[src/inc/irq_option_regs.svh]
// register offsets, field positions and reset values of the irq/option block
//
// Notes on behaviour
// - option bit 7 high disables all port B pull-ups; low follows latch
// - edge select bit 6: 1 rising, 0 falling edge on external irq pin
// - clock select bit 5: 1 counts timer zero pin, 0 instruction clock
// - edge select bit 4: 1 counts falling, 0 rising edges of timer pin
// - assign bit 3: 1 prescaler to watchdog, 0 to timer zero
// - rate 000..111: timer zero 1:2..1:256, watchdog 1:1..1:128
// - every flag sets on its event whatever the interrupt and peripheral enables say
// - global enable 1 passes unmasked requests, 0 blocks them all
// - peripheral enable gates all peripheral sources with their own enable
// - timer zero overflow flag sets on rollover, sticky; enable bit 5
// - external flag sets on selected pin edge, sticky; enable bit 4
// - port change flag sets when a port B pin changes, sticky; enable bit 3
// - port change also needs the per-pin change enables
// - reset leaves the timer zero count alone; software sets it first
// - converter flag sets on conversion done, else reads 0
// - capcomp flag: capture or compare event per mode, unused in pwm
// - timer two flag sets on period match, sticky
// - timer one flag sets on overflow, sticky
// - peripheral enables: converter 6, capcomp 2, timer two 1, timer one 0
`ifndef IRQ_OPTION_REGS_SVH
`define IRQ_OPTION_REGS_SVH

`define OFS_OPTION      8'h00
`define OFS_INT_CTRL    8'h04
`define OFS_PERIPH_EN   8'h08
`define OFS_PERIPH_REQ  8'h0C
`define OFS_PIN_CHG_EN  8'h10

`define RST_OPTION      8'hFF
`define RST_INT_CTRL    8'h00
`define RST_PERIPH      8'h00
`define RST_PIN_CHG_EN  8'h00
`define PERIPH_MASK     8'h47

`define BIT_GLOBAL_EN   7
`define BIT_PERIPH_EN   6
`define BIT_T0_EN       5
`define BIT_EXT_EN      4
`define BIT_CHG_EN      3
`define BIT_T0_FLAG     2
`define BIT_EXT_FLAG    1
`define BIT_CHG_FLAG    0

`define BIT_CONV        6
`define BIT_CAPCOMP     2
`define BIT_T2          1
`define BIT_T1          0

`endif

[src/inc/irq_option_pkg.sv]
// types shared by the irq/option block
package irq_option_pkg;

   typedef struct packed {
      logic       portb_pullup_disable;
      logic       ext_irq_edge_select;
      logic       timer_zero_clock_select;
      logic       timer_zero_edge_select;
      logic       prescaler_assign;
      logic [2:0] prescale_rate;
   } option_t;

   typedef struct packed {
      logic converter_done;
      logic capcomp_capture;
      logic capcomp_compare;
      logic timer_two_match;
      logic timer_one_overflow;
   } periph_evt_t;

   typedef enum logic [1:0] {
      CC_OFF     = 2'h0,
      CC_CAPTURE = 2'h1,
      CC_COMPARE = 2'h2,
      CC_PWM     = 2'h3
   } capcomp_mode_t;

   typedef enum logic {
      BUS_IDLE = 1'h0,
      BUS_ACK  = 1'h1
   } bus_state_t;

endpackage : irq_option_pkg

[src/hw/irq_option_ctrl.sv]
// interrupt flags, enables and option configuration with wishbone slave
`timescale 1ns/1ps
`include "irq_option_regs.svh"
module irq_option_ctrl
   import irq_option_pkg::*;
(
   // clock and reset
   input  wire logic          clk_i,
   input  wire logic          rst_i,
   // wishbone slave
   input  wire logic          wb_cyc_i,
   input  wire logic          wb_stb_i,
   input  wire logic          wb_we_i,
   input  wire logic [7:0]    wb_adr_i,
   input  wire logic [3:0]    wb_sel_i,
   input  wire logic [31:0]   wb_dat_i,
   output logic [31:0]        wb_dat_o,
   output logic               wb_ack_o,
   // pins
   input  wire logic          external_irq_pin_i,
   input  wire logic          timer_zero_clock_pin_i,
   input  wire logic [7:0]    portb_pins_i,
   // port B output latch values
   input  wire logic [7:0]    portb_latch_i,
   // on-chip event pulses
   input  wire logic          timer_zero_overflow_i,
   input  wire periph_evt_t   periph_evt_i,
   input  wire capcomp_mode_t capcomp_mode_i,
   input  wire logic          watchdog_src_i,
   // outputs to core, timers and port
   output logic               irq_o,
   output logic [7:0]         portb_pullup_en_o,
   output logic               timer_zero_tick_o,
   output logic               watchdog_tick_o
);

   ////////////////////////////////////////////////////////////////////////
   // pin synchronisers

   logic [9:0] sync1_q;
   logic [9:0] sync2_q;
   logic [9:0] sync3_q;

   always_ff @(posedge clk_i) begin
      if (rst_i) begin
         sync1_q <= 10'h000;
         sync2_q <= 10'h000;
         sync3_q <= 10'h000;
      end else begin
         sync1_q <= {timer_zero_clock_pin_i,
                     external_irq_pin_i,
                     portb_pins_i};
         sync2_q <= sync1_q;
         sync3_q <= sync2_q;
      end
   end

   ////////////////////////////////////////////////////////////////////////
   // registers

   option_t    option_q, option_d;
   logic [7:0] intctl_q, intctl_d;
   logic [7:0] pen_q, pen_d;
   logic [7:0] preq_q, preq_d;
   logic [7:0] chg_en_q, chg_en_d;
   logic [7:0] pull_q, pull_d;
   logic       irq_q, irq_d;

   bus_state_t bus_q, bus_d;
   logic       ack_q, ack_d;
   logic [31:0] rdat_q, rdat_d;

   logic       req;
   logic       wr;
   logic [7:0] rbyte;
   logic       ext_rise;
   logic       ext_fall;
   logic       ext_evt;
   logic       t0_rise;
   logic       t0_fall;
   logic       t0_pin_evt;
   logic       t0_src;
   logic [7:0] pin_diff;
   logic       chg_evt;
   logic       cc_evt;
   logic [7:0] pevt;
   logic       core_pend;
   logic       periph_pend;

   ////////////////////////////////////////////////////////////////////////
   // event detection

   always_comb begin
      ext_rise = sync2_q[8] && !sync3_q[8];
      ext_fall = !sync2_q[8] && sync3_q[8];
      ext_evt  = option_q.ext_irq_edge_select ? ext_rise
                                              : ext_fall;
      t0_rise  = sync2_q[9] && !sync3_q[9];
      t0_fall  = !sync2_q[9] && sync3_q[9];
      t0_pin_evt = option_q.timer_zero_edge_select ? t0_fall
                                                   : t0_rise;
      // internal source counts every instruction cycle
      t0_src   = option_q.timer_zero_clock_select ? t0_pin_evt
                                                  : 1'h1;
      // only pins whose change enable is set can raise the flag
      pin_diff = (sync2_q[7:0] ^ sync3_q[7:0]) & chg_en_q;
      chg_evt  = |pin_diff;
      cc_evt   = (capcomp_mode_i == CC_CAPTURE
                  && periph_evt_i.capcomp_capture)
              || (capcomp_mode_i == CC_COMPARE
                  && periph_evt_i.capcomp_compare);
      pevt = 8'h00;
      pevt[`BIT_CONV]    = periph_evt_i.converter_done;
      pevt[`BIT_CAPCOMP] = cc_evt;
      pevt[`BIT_T2]      = periph_evt_i.timer_two_match;
      pevt[`BIT_T1]      = periph_evt_i.timer_one_overflow;
   end

   ////////////////////////////////////////////////////////////////////////
   // wishbone slave

   always_comb begin
      req   = wb_cyc_i && wb_stb_i;
      wr    = (bus_q == BUS_ACK) && req && wb_we_i && wb_sel_i[0];
      bus_d = BUS_IDLE;
      case (bus_q)
         BUS_IDLE: begin
            if (req) begin
               bus_d = BUS_ACK;
            end
         end
         BUS_ACK: begin
            bus_d = BUS_IDLE;
         end
         default: begin
            bus_d = BUS_IDLE;
         end
      endcase
      ack_d = (bus_d == BUS_ACK);
      // unmapped offsets answer with zero
      if (wb_adr_i == `OFS_OPTION) begin
         rbyte = option_q;
      end else if (wb_adr_i == `OFS_INT_CTRL) begin
         rbyte = intctl_q;
      end else if (wb_adr_i == `OFS_PERIPH_EN) begin
         rbyte = pen_q;
      end else if (wb_adr_i == `OFS_PERIPH_REQ) begin
         rbyte = preq_q;
      end else if (wb_adr_i == `OFS_PIN_CHG_EN) begin
         rbyte = chg_en_q;
      end else begin
         rbyte = 8'h00;
      end
      rdat_d = (bus_q == BUS_IDLE && req) ? {24'h000000, rbyte}
                                          : 32'h00000000;
   end

   ////////////////////////////////////////////////////////////////////////
   // register next values

   always_comb begin
      option_d = option_q;
      pen_d    = pen_q;
      chg_en_d = chg_en_q;
      intctl_d = intctl_q;
      preq_d   = preq_q;
      if (wr && wb_adr_i == `OFS_OPTION) begin
         option_d = wb_dat_i[7:0];
      end
      if (wr && wb_adr_i == `OFS_PERIPH_EN) begin
         pen_d = wb_dat_i[7:0] & `PERIPH_MASK;
      end
      if (wr && wb_adr_i == `OFS_PIN_CHG_EN) begin
         chg_en_d = wb_dat_i[7:0];
      end
      if (wr && wb_adr_i == `OFS_INT_CTRL) begin
         intctl_d = wb_dat_i[7:0];
      end
      if (wr && wb_adr_i == `OFS_PERIPH_REQ) begin
         preq_d = wb_dat_i[7:0] & `PERIPH_MASK;
      end
      // events set flags regardless of interrupt enables; set beats a clear
      intctl_d[`BIT_T0_FLAG]  = intctl_d[`BIT_T0_FLAG]
                                | timer_zero_overflow_i;
      intctl_d[`BIT_EXT_FLAG] = intctl_d[`BIT_EXT_FLAG] | ext_evt;
      intctl_d[`BIT_CHG_FLAG] = intctl_d[`BIT_CHG_FLAG] | chg_evt;
      preq_d = preq_d | pevt;
      // pull-ups on only where the latch is high and not disabled
      pull_d = option_q.portb_pullup_disable ? 8'h00
                                             : portb_latch_i;
   end

   ////////////////////////////////////////////////////////////////////////
   // request to the core

   always_comb begin
      core_pend = (intctl_q[`BIT_T0_EN] && intctl_q[`BIT_T0_FLAG])
               || (intctl_q[`BIT_EXT_EN] && intctl_q[`BIT_EXT_FLAG])
               || (intctl_q[`BIT_CHG_EN]
                   && intctl_q[`BIT_CHG_FLAG]);
      periph_pend = intctl_q[`BIT_PERIPH_EN]
                    && |(pen_q & preq_q);
      irq_d = intctl_q[`BIT_GLOBAL_EN]
              && (core_pend || periph_pend);
   end

   ////////////////////////////////////////////////////////////////////////
   // flops

   always_ff @(posedge clk_i) begin
      if (rst_i) begin
         option_q <= `RST_OPTION;
         intctl_q <= `RST_INT_CTRL;
         pen_q    <= `RST_PERIPH;
         preq_q   <= `RST_PERIPH;
         chg_en_q <= `RST_PIN_CHG_EN;
         pull_q   <= 8'h00;
         irq_q    <= 1'h0;
         bus_q    <= BUS_IDLE;
         ack_q    <= 1'b0;
         rdat_q   <= 32'h00000000;
      end else begin
         option_q <= option_d;
         intctl_q <= intctl_d;
         pen_q    <= pen_d;
         preq_q   <= preq_d;
         chg_en_q <= chg_en_d;
         pull_q   <= pull_d;
         irq_q    <= irq_d;
         bus_q    <= bus_d;
         ack_q    <= ack_d;
         rdat_q   <= rdat_d;
      end
   end

   assign wb_ack_o          = ack_q;
   assign wb_dat_o          = rdat_q;
   assign irq_o             = irq_q;
   assign portb_pullup_en_o = pull_q;

   ////////////////////////////////////////////////////////////////////////
   // prescaler; the timer zero count itself lives outside and is not
   // touched by this block's reset

   shared_prescaler u_prescaler (
      .clk_i      (clk_i),
      .rst_i      (rst_i),
      .t0_src_i   (t0_src),
      .wdt_src_i  (watchdog_src_i),
      .assign_i   (option_q.prescaler_assign),
      .rate_i     (option_q.prescale_rate),
      .t0_tick_o  (timer_zero_tick_o),
      .wdt_tick_o (watchdog_tick_o)
   );
endmodule : irq_option_ctrl

[src/hw/shared_prescaler.sv]
// shared prescaler between timer zero and watchdog
`timescale 1ns/1ps
module shared_prescaler (
   // clock and reset
   input  wire logic       clk_i,
   input  wire logic       rst_i,
   // sources
   input  wire logic       t0_src_i,
   input  wire logic       wdt_src_i,
   // setup
   input  wire logic       assign_i,
   input  wire logic [2:0] rate_i,
   // scaled ticks
   output logic            t0_tick_o,
   output logic            wdt_tick_o
);
   logic [7:0] cnt_q, cnt_d;
   logic       t0_q, t0_d;
   logic       wdt_q, wdt_d;
   logic       src;
   logic [7:0] mask;
   logic       hit;

   always_comb begin
      // the one counter follows whichever source it is attached to
      src  = assign_i ? wdt_src_i : t0_src_i;
      // timer zero divides by 2^(n+1), the watchdog by 2^n
      mask = assign_i ? 8'((9'h001 << rate_i) - 9'h001)
                      : 8'((9'h002 << rate_i) - 9'h001);
      hit  = src && ((cnt_q & mask) == mask);
      cnt_d = src ? 8'(cnt_q + 8'h01) : cnt_q;
      t0_d  = assign_i ? t0_src_i : hit;
      wdt_d = assign_i ? hit : wdt_src_i;
   end

   always_ff @(posedge clk_i) begin
      if (rst_i) begin
         cnt_q <= 8'h00;
         t0_q  <= 1'h0;
         wdt_q <= 1'h0;
      end else begin
         cnt_q <= cnt_d;
         t0_q  <= t0_d;
         wdt_q <= wdt_d;
      end
   end

   assign t0_tick_o  = t0_q;
   assign wdt_tick_o = wdt_q;

endmodule : shared_prescaler

[config.mk]
export PLATFORM = sky130hd
export DESIGN_NAME = irq_option_ctrl
export DESIGN_NICKNAME = d
export VERILOG_FILES = /design/src/inc/irq_option_pkg.sv /design/src/hw/irq_option_ctrl.sv /design/src/hw/shared_prescaler.sv
export VERILOG_INCLUDE_DIRS = /design/src /design/src/inc
export SDC_FILE = /design/constraint.sdc
export NUM_CORES = 1
export LEC_CHECK = 0
export BUFFER_PORTS_ARGS = -buffer_cell sky130_fd_sc_hd__buf_2
export CAP_MARGIN = 20
export CORE_AREA = 2 2 115 117
export CTS_CLUSTER_DIAMETER = 100
export DETAILED_ROUTE_END_ITERATION = 16
export DIE_AREA = 0 0 117 119
export GPL_ROUTABILITY_DRIVEN = 1
export PLACE_DENSITY = 0.5
export SLEW_MARGIN = 15
export SYNTH_ARGS = -nofsm -noshare
export SYNTH_HDL_FRONTEND = slang
export SYNTH_SLANG_ARGS = --single-unit
[constraint.sdc]
create_clock -name clk_i -period 3.3 [get_ports clk_i]
set_input_delay 0.825 -clock clk_i [delete_from_list [all_inputs] [get_ports clk_i]]
set_output_delay 0.825 -clock clk_i [all_outputs]
set_load 0.005 [all_outputs]
==> metrics.md <==
| Metric | Value |
|---|---|
| Final hold vios | 0 |
| Crit Path Max Fanout | 9 |
| Worst Tran Pin Value | 0.769 ns |
| Max-cap viol count | 0 |
| Drt drc | 0 |
| Status | complete, no violations |
| Crit path kind | reg2reg |
| Slew HR | 0.487 |
| Tot Pwr | 2.38 mW |
| Vias in the first global route | 2,723 |
| Clock latency on the worst-skew pair | 0.34 ns |
| Setup repair after global routing missed its margin | false |
| Routed Antenna Nets | 0 |
| Drt via density | 4.46 |
| Initial DRC Count | 121 |
| First-pass GRT wire length | 13,600 um |
| Most Crowded Layer GR | met2 |
| Setup crit start kind | flop |
| Die Y | 119 um |
| 1st-pass router iterations | 6 |
| # clock sinks | 90 |
| Post-synthesis sequential area ratio | 0.467 |
| Synth warnings | 0 |
| Final WL | 8200 um |
| Slowest stage delay, CP | 0.40 ns |
| Detailed placement HPWL | 5820 um |
| Peak supply drop | 0.207 mV |
| Min cycle time layout | 2.39 ns |
| Async SR Flop Fraction | 0 |
| NetSw | 0.529 mW |
| Via count | 2,952 |
| Final setup viols | 0 |
| Sw Ratio | 0.222 |
| Ratio of final minimum period to clock period | 0.725 |
| Ant diodes | 0 |
| Final setup TNS | 0 ns |
| Post-synth EDFFs | 0 |
| Max-slew violations | 0 |
| Post-CTS setup buffer count | 0 |
| Slowest-stage cell, CP | dfxtp_1 |
| Die Area | 0.0139 mm2 |
| GRT met1 Usage | 0.175 |
| Initial core utilization | 0.299 |
| Initial antenna violation count | 0 |
| Critical Path AT | 2.66 ns |
| CP endpoint kind | flop |
| Core box area | 0.0129 mm2 |
| H-tree depth | 3 |
| Synth Instances | 420 |
| Synth-to-Final Area Change | 19.1% |
| Crit path required time | 3.57 ns |
| Worst path bufs/invs | 0 |
| Fill count | 1,336 |
| CTS Buf Count | 9 |
| GRT Overall Usage | 0.126 |
| Worst-path cell chain | ha_1 > nand2_1 > ha_1 > nor2b_1 > nor2b_1 > o21ai_0 > a31oi_1 > or3_1 > a21oi_1 |
| Min-Delay Path Class | reg2reg |
| Hold_buf cts | 0 |
| Pwr/cell area | 519 mW/mm2 |
| Largest net degree at the start of global routing | 75 |
| Post-synthesis area per instance | 9.18 um2 |
| Rows | 42 |
| Clock power share | 0.478 |
| Reg clk slew, reported paths | 0.06 ns |
| CTS root buffer | clkbuf_16 |
| Crit path max-delay family | simple AND/OR/NAND/NOR gates |
| GRT overflow | 0 |
| Top FF cell, synth | dfxtp_1 |
| Drt wl/cell | 12.4 um |
| Io pins | 120 |
| Combinational power share | 0.051 |
| Die Wd | 117 um |
| Clock skew | 0.00874 ns |
| GR Layer Usage met3 | 0.0244 |
| Fmax | 418 MHz |
| P_leak | 1.95 nW |
| Internal | 1.86 mW |
| Layout cells sized above 1 | 0.204 |
| Routability-driven placement congestion ratio | 0.866 |
| Flops & latches, synth | 90 |
| Sequential Power Share | 0.471 |
| TritonCTS clock tree | built |
| Library cells used by synthesis | 49 |
| Post-cts sizing count | 0 |
| Met2 GRT Util | 0.179 |
| I/O Buffers | 68 |
| CTS max path bufs | 2 |
| Syn Std Cell Area | 0.00385 mm2 |
| Nets | 561 |
## flip-flops by register name, summed over array words and instances, names as in the netlist, 8 cells and up
signal / cells
sync2_q: 10
portb_pullup_en_o: 8
sync3_q: 10
chg_en_q: 8
option_q: 8
u_prescaler.cnt_q: 8
wb_dat_o: 8
sync1_q: 10
intctl_q: 8
## stage by stage
step | cells | hold slack, ns | utilization | cell area [um2] | setup WS [ns]
3_5_place_dp | 646 | 0.420 | 0.331 | 4260 | 0.566
5_1_grt | 662 | 0.464 | 0.357 | 4590 | 0.719
6_report | 662 | 0.434 | 0.357 | 4590 | 0.907
2_1_floorplan | 443 | 0.414 | - | 3940 | 1.06
3_3_place_gp | 646 | 0.421 | 0.331 | 4260 | 0.618
4_1_cts | 662 | 0.436 | 0.357 | 4590 | 0.871
## placed cells by master (no fill, tap or decap), types with 4 or more instances in the layout
| cell type | Yosys | final |
|---|---|---|
| a211o_1 | 8 | 8 |
| a21oi_1 | 21 | 21 |
| a22oi_1 | 4 | 4 |
| a31oi_1 | 4 | 4 |
| and2_1 | 9 | 9 |
| and3_1 | 12 | 12 |
| buf_2 | 4 | 68 |
| buf_4 | 27 | 4 |
| clkbuf_16 | 0 | 9 |
| conb_1 | 1 | 24 |
| dfxtp_1 | 90 | 90 |
| ha_1 | 4 | 4 |
| inv_1 | 16 | 16 |
| mux2i_1 | 18 | 18 |
| nand2_1 | 24 | 24 |
| nand3_1 | 13 | 13 |
| nand3b_1 | 4 | 4 |
| nor2_1 | 35 | 35 |
| nor2b_1 | 34 | 34 |
| nor4_1 | 6 | 6 |
| o21ai_0 | 16 | 16 |
| xnor2_1 | 6 | 6 |
| xor2_1 | 12 | 12 |
## cells in the mapped netlist, types with 2 or more instances
library cell,n,share of area
nor2_1,35,0.034
a222oi_1,2,0.0052
o22ai_1,3,0.0049
mux2_2,3,0.0088
clkbuf_1,14,0.014
dfxtp_1,90,0.47
a21oi_1,21,0.027
or3_1,3,0.0049
ha_1,4,0.013
nand2_2,2,0.0032
buf_4,27,0.053
nor2b_1,34,0.055
a22o_1,2,0.0045
nand3_1,13,0.017
a22oi_1,4,0.0078
nand3b_1,4,0.0078
a31oi_1,4,0.0065
nand2_1,24,0.023
xor2_1,12,0.027
inv_1,16,0.016
and2_1,9,0.015
a221oi_1,2,0.0045
mux2i_1,18,0.047
buf_2,4,0.0052
a211o_1,8,0.018
o21ai_0,16,0.021
xnor2_1,6,0.014
nor4_1,6,0.0097
nand2b_1,3,0.0049
and3_1,12,0.019
## layer usage
| layer | up-vias | wire [um] |
|---|---|---|
| met5 | - | 0 |
| met4 | 0 | 232 |
| met3 | 16 | 426 |
| met2 | 89 | 3470 |
| met1 | 1337 | 4070 |
| li1 | 1510 | - |
## area by class of cell
class                   instances  area [um2]  share of cell area
multi-input cells             292        1800               0.393
flip-flops and latches         90        1800               0.392
repair buffers                 72         370              0.0807
clock buffers                  10         239              0.0521
well taps                     176         220              0.0480
clock inverters                 6        95.1              0.0207
inverters                      16        60.1              0.0131
## cell families after synthesis
| kind of cell | synth area share |
|---|---|
| AOI/OAI and AO/OA | 0.123 |
| buffers and inverters | 0.0870 |
| and+or+nand+nor | 0.212 |
| muxes | 0.0555 |
| adders and majority gates | 0.0130 |
| DFF | 0.467 |
| xor gates and xnor gates | 0.0409 |
| other | 0.000973 |
## final timing paths
check                      startpoint                                 to  slack, ns  depth (start not counted)
min             sync1_q[1]$_SDFF_PP0_              sync2_q[1]$_SDFF_PP0_       0.43                          1
max reg2reg  option_q[3]$_SDFFE_PP1P_  u_prescaler.wdt_tick_o$_SDFF_PP0_       0.91                          9
max          option_q[3]$_SDFFE_PP1P_  u_prescaler.wdt_tick_o$_SDFF_PP0_       0.91                          9
min reg2reg     sync1_q[1]$_SDFF_PP0_              sync2_q[1]$_SDFF_PP0_       0.43                          1
## power by group through the flow
stage	registers [mW]	logic, mW	clock network (mW)
final	1.12	0.122	1.14
after global routing	1.13	0.140	1.22
after CTS	1.12	0.123	1.18
after floorplan	1.14	0.0940	0
after detailed placement	1.15	0.123	0
after global placement	1.15	0.121	0
Power figures use the tool's default switching activity.
